$ cat config.mk
export PLATFORM = sky130hd
export DESIGN_NAME = tbdo_time_base
export DESIGN_NICKNAME = d
export VERILOG_FILES = /design/src/include/tbdo_pkg.sv /design/src/core/tbdo_time_base.sv
export SDC_FILE = /design/constraint.sdc
export NUM_CORES = 1
export LEC_CHECK = 0
export BUFFER_PORTS_ARGS = -buffer_cell sky130_fd_sc_hd__buf_2
export CORE_MARGIN = 3
export CORE_UTILIZATION = 50
export DETAILED_ROUTE_END_ITERATION = 8
export PLACE_DENSITY = 0.71
export SLEW_MARGIN = 20
export SYNTH_ARGS = -nofsm -noshare
export SYNTH_HDL_FRONTEND = slang
export SYNTH_SLANG_ARGS = --single-unit
$ cat constraint.sdc
create_clock -name i_mclk -period 2.7 [get_ports i_mclk]
set_clock_uncertainty 0.1 [all_clocks]
set_input_delay 0.81 -clock i_mclk [delete_from_list [all_inputs] [get_ports i_mclk]]
set_output_delay 0.81 -clock i_mclk [all_outputs]
set_load 0.005 [all_outputs]
$ cat src/include/tbdo_pkg.sv
// constants for the time base and divider output block
// Behaviour
// - the tick function stops while tick_enable is 0 and produces periodic ticks while it is 1.
// - on the high-frequency source, rate codes 000 to 111 divide by 2^23,21,16,14,13,12,11,9.
// - on the low-frequency source, codes divide by 2^15,13,8,6,5,4,3,1; slow mode allows only 000/001.
// - one write may set the rate select and the enable together, with the new rate used at once.
// - once enabled, a tick is raised on the first and every later falling edge of the chosen tap; a fall in the cycle after any control write gives no tick.
// - enabling does not clear the shared divider chain, so the first tick may come early.
// - when enabled, the tone output drives an active-low pin with a roughly 50% square wave.
// - tone codes 00 to 11 divide high-freq by 2^13..2^10 or low-freq by 2^5..2^2.
// - tone_enable sits in bit 7 of the control register and starts the tone when written 1.
// - the rate select sits in bits 2:0 and tick_enable in bit 3 of the control register.
// - the control register reads back the written field values.
package tbdo_pkg;
    // ****************************************
    // register map
    // ****************************************
    localparam logic [3:0] ADDR_CONTROL = 4'h0;
    localparam logic [3:0] ADDR_STATUS = 4'h1;
    localparam logic [3:0] ADDR_IRQ_ENABLE = 4'h2;
    localparam logic [3:0] ADDR_IRQ_CLEAR = 4'h3;

    // ****************************************
    // control fields
    // ****************************************
    localparam int RATE_LSB = 0;
    localparam int RATE_W = 3;
    localparam int TICK_EN_BIT = 3;
    localparam int TONE_LSB = 5;
    localparam int TONE_W = 2;
    localparam int TONE_EN_BIT = 7;
    localparam int STAT_TICK_BIT = 0;
    localparam logic [7:0] CONTROL_RESET = 8'h00;
    localparam logic [7:0] CONTROL_MASK = 8'he8 | 8'h07 | 8'h60;

    // ****************************************
    // divider chain
    // ****************************************
    localparam int CHAIN_W = 23;
    localparam int TONE_HF_TOP_BIT = 12;
    localparam int TONE_LF_TOP_BIT = 4;
endpackage

$ cat src/core/tbdo_time_base.sv
// time base tick generator and divider tone output
//
// The strobed register port and the register offsets were left to the implementer.
`timescale 1ns/10ps
`default_nettype none
module tbdo_time_base #(
    parameter int CHAIN_W = tbdo_pkg::CHAIN_W
) (
    // clock and reset
    input wire logic i_mclk,
    input wire logic i_rst_n,
    // divider chain sources, one-cycle pulses at each source clock rate
    input wire logic i_high_freq_clock,
    input wire logic i_low_freq_clock,
    // operating mode
    input wire logic i_divider_chain_source_select,
    input wire logic i_slow_mode,
    // register port
    input wire logic [3:0] i_addr,
    input wire logic [7:0] i_wdata,
    input wire logic i_wr,
    input wire logic i_rd,
    output logic [7:0] o_rdata,
    // events and pins
    output logic o_tick_interrupt,
    output logic o_irq,
    output logic o_tone_out_n
);
    // ****************************************
    // tap selection
    // ****************************************
    function automatic logic [4:0] tick_tap(input logic [2:0] code, input logic low);
        logic [4:0] t;
        t = 5'h00;
        if (!low) begin
            case (code)
                3'h0: t = 5'h16;
                3'h1: t = 5'h14;
                3'h2: t = 5'h0f;
                3'h3: t = 5'h0d;
                3'h4: t = 5'h0c;
                3'h5: t = 5'h0b;
                3'h6: t = 5'h0a;
                default: t = 5'h08;
            endcase
        end else begin
            case (code)
                3'h0: t = 5'h0e;
                3'h1: t = 5'h0c;
                3'h2: t = 5'h07;
                3'h3: t = 5'h05;
                3'h4: t = 5'h04;
                3'h5: t = 5'h03;
                3'h6: t = 5'h02;
                default: t = 5'h00;
            endcase
        end
        return t;
    endfunction

    logic [CHAIN_W-1:0] chain;
    logic [7:0] control;
    logic tick_stat;
    logic tick_ien;
    logic prev_tap;
    logic armed;

    // ****************************************
    // decode
    // ****************************************
    wire logic use_low = i_slow_mode | i_divider_chain_source_select;
    wire logic src_pulse = use_low ? i_low_freq_clock : i_high_freq_clock;
    wire logic [2:0] rate_sel = control[tbdo_pkg::RATE_LSB +: tbdo_pkg::RATE_W];
    wire logic [1:0] tone_sel = control[tbdo_pkg::TONE_LSB +: tbdo_pkg::TONE_W];
    wire logic tick_en = control[tbdo_pkg::TICK_EN_BIT];
    wire logic tone_en = control[tbdo_pkg::TONE_EN_BIT];
    // slow mode leaves only the two slowest rates
    wire logic rate_ok = !i_slow_mode || (rate_sel[2:1] == 2'h0);
    wire logic [4:0] tick_idx = tick_tap(rate_sel, use_low);
    wire logic tap = chain[tick_idx];
    wire logic [4:0] tone_top = use_low ? 5'(tbdo_pkg::TONE_LF_TOP_BIT)
                                        : 5'(tbdo_pkg::TONE_HF_TOP_BIT);
    wire logic [4:0] tone_idx = tone_top - {3'h0, tone_sel};
    wire logic tone_tap = chain[tone_idx];
    wire logic wr_control = i_wr && (i_addr == tbdo_pkg::ADDR_CONTROL);
    wire logic wr_ien = i_wr && (i_addr == tbdo_pkg::ADDR_IRQ_ENABLE);
    wire logic wr_clear = i_wr && (i_addr == tbdo_pkg::ADDR_IRQ_CLEAR);
    // falling edge of the selected tap while running
    wire logic tick_event = armed && tick_en && rate_ok && prev_tap && !tap;
    wire logic [7:0] next_rdata =
        (i_addr == tbdo_pkg::ADDR_CONTROL) ? control :
        (i_addr == tbdo_pkg::ADDR_STATUS) ? {7'h00, tick_stat} :
        (i_addr == tbdo_pkg::ADDR_IRQ_ENABLE) ? {7'h00, tick_ien} : 8'h00;

    // ****************************************
    // divider chain, never cleared by software
    // ****************************************
    always_ff @(posedge i_mclk or negedge i_rst_n) begin
        if (!i_rst_n) begin
            chain <= '0;
        end else if (src_pulse) begin
            chain <= chain + 1'b1;
        end
    end

    // ****************************************
    // registers
    // ****************************************
    always_ff @(posedge i_mclk or negedge i_rst_n) begin
        if (!i_rst_n) begin
            control <= tbdo_pkg::CONTROL_RESET;
            tick_ien <= 1'b0;
        end else begin
            if (wr_control) begin
                control <= i_wdata & tbdo_pkg::CONTROL_MASK;
            end
            if (wr_ien) begin
                tick_ien <= i_wdata[tbdo_pkg::STAT_TICK_BIT];
            end
        end
    end

    // ****************************************
    // tick edge detect
    // ****************************************
    // a control write may move the tap, so the edge detector rests one
    // cycle to avoid a false edge from the old tap
    always_ff @(posedge i_mclk or negedge i_rst_n) begin
        if (!i_rst_n) begin
            prev_tap <= 1'b0;
            armed <= 1'b0;
            o_tick_interrupt <= 1'b0;
        end else begin
            prev_tap <= tap;
            armed <= tick_en && !wr_control;
            o_tick_interrupt <= tick_event;
        end
    end

    // ****************************************
    // interrupt status, set wins over clear
    // ****************************************
    always_ff @(posedge i_mclk or negedge i_rst_n) begin
        if (!i_rst_n) begin
            tick_stat <= 1'b0;
            o_irq <= 1'b0;
        end else begin
            tick_stat <= tick_event || (tick_stat &&
                         !(wr_clear && i_wdata[tbdo_pkg::STAT_TICK_BIT]));
            o_irq <= tick_stat && tick_ien;
        end
    end

    // ****************************************
    // tone pin and read data
    // ****************************************
    always_ff @(posedge i_mclk or negedge i_rst_n) begin
        if (!i_rst_n) begin
            o_tone_out_n <= 1'b1;
            o_rdata <= 8'h00;
        end else begin
            o_tone_out_n <= tone_en ? !tone_tap : 1'b1;
            o_rdata <= i_rd ? next_rdata : 8'h00;
        end
    end
endmodule
`default_nettype wire

==> flow_metrics.tcl <==
set metrics [dict create \
    outcome "completed" \
    rows 23 \
    ys_ff_latch 44 \
    final_nets 240 \
    finalSetupViolations 0 \
    ys.flop_type "dfrtp_1" \
    grt_max_degree 45 \
    finalHoldViolations 0 \
    place.detailed.hpwl_um 3100 \
    cts_tree "done" \
    leakage_nw 1.15 \
    crit_type "in2reg" \
    clockBufferDepth 2 \
    drtIter0Drc 126 \
    die_x_um 71.4 \
    drc 0 \
    antenna_found_initial 0 \
    crit_required_ps 2790 \
    vias_per_cell 5.48 \
    vias 1475 \
    crit_path_start_kind "input pin" \
    initial_utilization_pct 52.8 \
    multiInputGateArea_um2 993 \
    clk_latency_ps 310 \
    final_area_um2 2470 \
    ir_drop_mv 0.401 \
    cp.arrival_ps 2170 \
    synth_cell_types 39 \
    numCtsBuffers 5 \
    powerDensity_nw_per_um2 723 \
    met3_length_um 214 \
    ctsResizeCount 0 \
    wl_met1_um 1820 \
    min_path_type "reg2reg" \
    dieArea_um2 5100 \
    wire_per_inst_um 15.5 \
    fmaxAchievable_mhz 481 \
    cts_hold_buf 0 \
    area_growth_syn_to_layout_pct 15.3 \
    seq_area_frac_synth_pct 51.5 \
    core_um2 4060 \
    post-cts-setup-buffers 0 \
    grt_pass1_wl_um 7060 \
    grt_usage_pct 18.0 \
    cpPeakStageDelay_ps 420 \
    avgSynthCellArea_um2 11.6 \
    io-pin-count 31 \
    grt_pass1_vias 1516 \
    maxUsedRoutingLayer "met4" \
    clock-sinks 44 \
    seq_area_um2 1100 \
    synthCells 185 \
    crit_chain "buf_2 -> or3b_4 -> nand2_2 -> nor4b_2 -> buf_4 -> nand4_1 -> xnor2_1" \
    cp_slowest_cell "or3b_4" \
    critPathCaptureType "flop" \
    power_mw 1.78 \
    rsz0062_at_grt "false" \
    path_buf_inv 2 \
    path_clk_slew_ps 80 \
    async_flop_share_pct 100 \
    hold_slack_ps 324 \
    critPathTopFamily "simple AND/OR/NAND/NOR gates" \
    slew_violations 0 \
    critical_path_depth 7 \
    fillers 337 \
    port_buffers 28 \
    maxCapViolations 0 \
    first_pass_iters 4 \
    root_buffer "clkbuf_8" \
    drt-total-wl_um 4160 \
    syn_area_um2 2140 \
    cts_max_level 2 \
    ys_warn_count 0 \
    rr_worst_depth 5 \
    grt-ovfl-total 0 \
    place.gp.congestion 0.862 \
    place_area_um2 2350 \
    cp_max_fo 8 \
    final_layout_size_suffix_gt1_share_pct 29.2 \
    drtAntennaViolNets 0 \
    period_minus_slack_ps 2080 \
    finalSetupTns_ps 0 \
    num_antenna_cells 0 \
    dieHeight_um 71.4 \
    syn_nets 207 \
    hold_depth 1 \
    synth-edff-count 0 \
    wl_met2_um 2030 \
    period_share_pct 77.1 \
]
[layout make-up]
type | count | share of cell area [%]
Tap cell | 50 | 2.54
Sequential cell | 44 | 44.7
Multi-Input combinational cell | 131 | 40.3
Clock inverter | 3 | 1.88
Inverter | 5 | 0.761
Timing Repair Buffer | 31 | 7.10
Clock buffer | 5 | 2.79
[worst register-to-register path, stage by stage (launching register included)]
cell and delay (ps):
dfrtp_1 530, inv_1 130, ha_1 290, mux4_2 310, mux4_2 470, nand2_1 80
[cells by family (layout without fill, tap and decap cells)]
logic type / Yosys count / count (layout) / share of synthesized area [%]
DFF: 44 / 44 / 51.5
AOI/OAI and AO/OA: 13 / 13 / 4.21
muxes: 18 / 18 / 12.4
adders and majority gates: 2 / 2 / 1.17
xor gates and xnor gates: 22 / 22 / 9.00
and+or+nand+nor: 75 / 75 / 19.4
other: 1 / 1 / 0.175
buffers and inverters: 10 / 44 / 2.10
[per-layer routing]
metal	global-route usage, %	vias up
met1	23.1	709
met4	9.81	0
li1	-	712
met5	0	-
met2	28.3	45
met3	4.21	9
[where the power goes]
group          leakage [nW]  switching (mW)  internal [mW]
clock                0.0548           0.236          0.279
sequential            0.574           0.153          0.765
combinational         0.520           0.142          0.208
total                  1.15           0.532           1.25
[cell usage after synthesis (all sizes together), types with 4 or more instances]
cell	count	area, µm²
nor2	17	63.8
xnor2	15	131
mux2	9	101
dfrtp	43	1080
and3	4	27.5
inv	5	18.8
nand4	10	83.8
and2	6	37.5
mux4	6	135
nand2	21	81.3
nor4	4	25.0
xor2	7	61.3
o21ai	4	20.0
[sequential cells by signal, summed over array words and instances (netlist names)]
name / count
o_irq: 1
o_rdata: 7
o_tick_interrupt: 1
tick_ien: 1
prev_tap: 1
armed: 1
chain: 23
o_tone_out_n: 1
tick_stat: 1
control: 7
[stage by stage]
stage	instances	util (%)	setup WS, ps
6_report	269	60.8	619
3_5_place_dp	261	58.0	292
4_1_cts	269	60.8	607
3_3_place_gp	261	58.0	282
2_1_floorplan	185	-	540
5_1_grt	269	60.8	522
[cell usage in the layout, fill, tap and decap left out, types with 3 or more instances in the layout]
| master | count |
|---|---|
| nand3_1 | 3 |
| mux4_2 | 6 |
| inv_1 | 5 |
| buf_2 | 28 |
| xnor2_1 | 15 |
| clkbuf_8 | 5 |
| nand2_1 | 20 |
| o21ai_0 | 3 |
| dfrtp_1 | 43 |
| xor2_1 | 7 |
| mux2i_1 | 3 |
| a21oi_1 | 3 |
| mux2_2 | 9 |
| nor2_1 | 17 |
| nand4_1 | 8 |
| and2_1 | 6 |
| nor4_1 | 4 |
[worst paths after layout]
path                                               start      endpoint  slack (ps)
max                        i_divider_chain_source_select     chain[21]         620
min                                           control[7]  o_tone_out_n         320
max reg2reg                                   control[5]  o_tone_out_n         740
min reg2reg                                   control[7]  o_tone_out_n         320
max in group asynchronous                        i_rst_n  o_tone_out_n        1880
min in group asynchronous                        i_rst_n    control[1]         360
No activity file was read; power rests on OpenSTA's default activity.
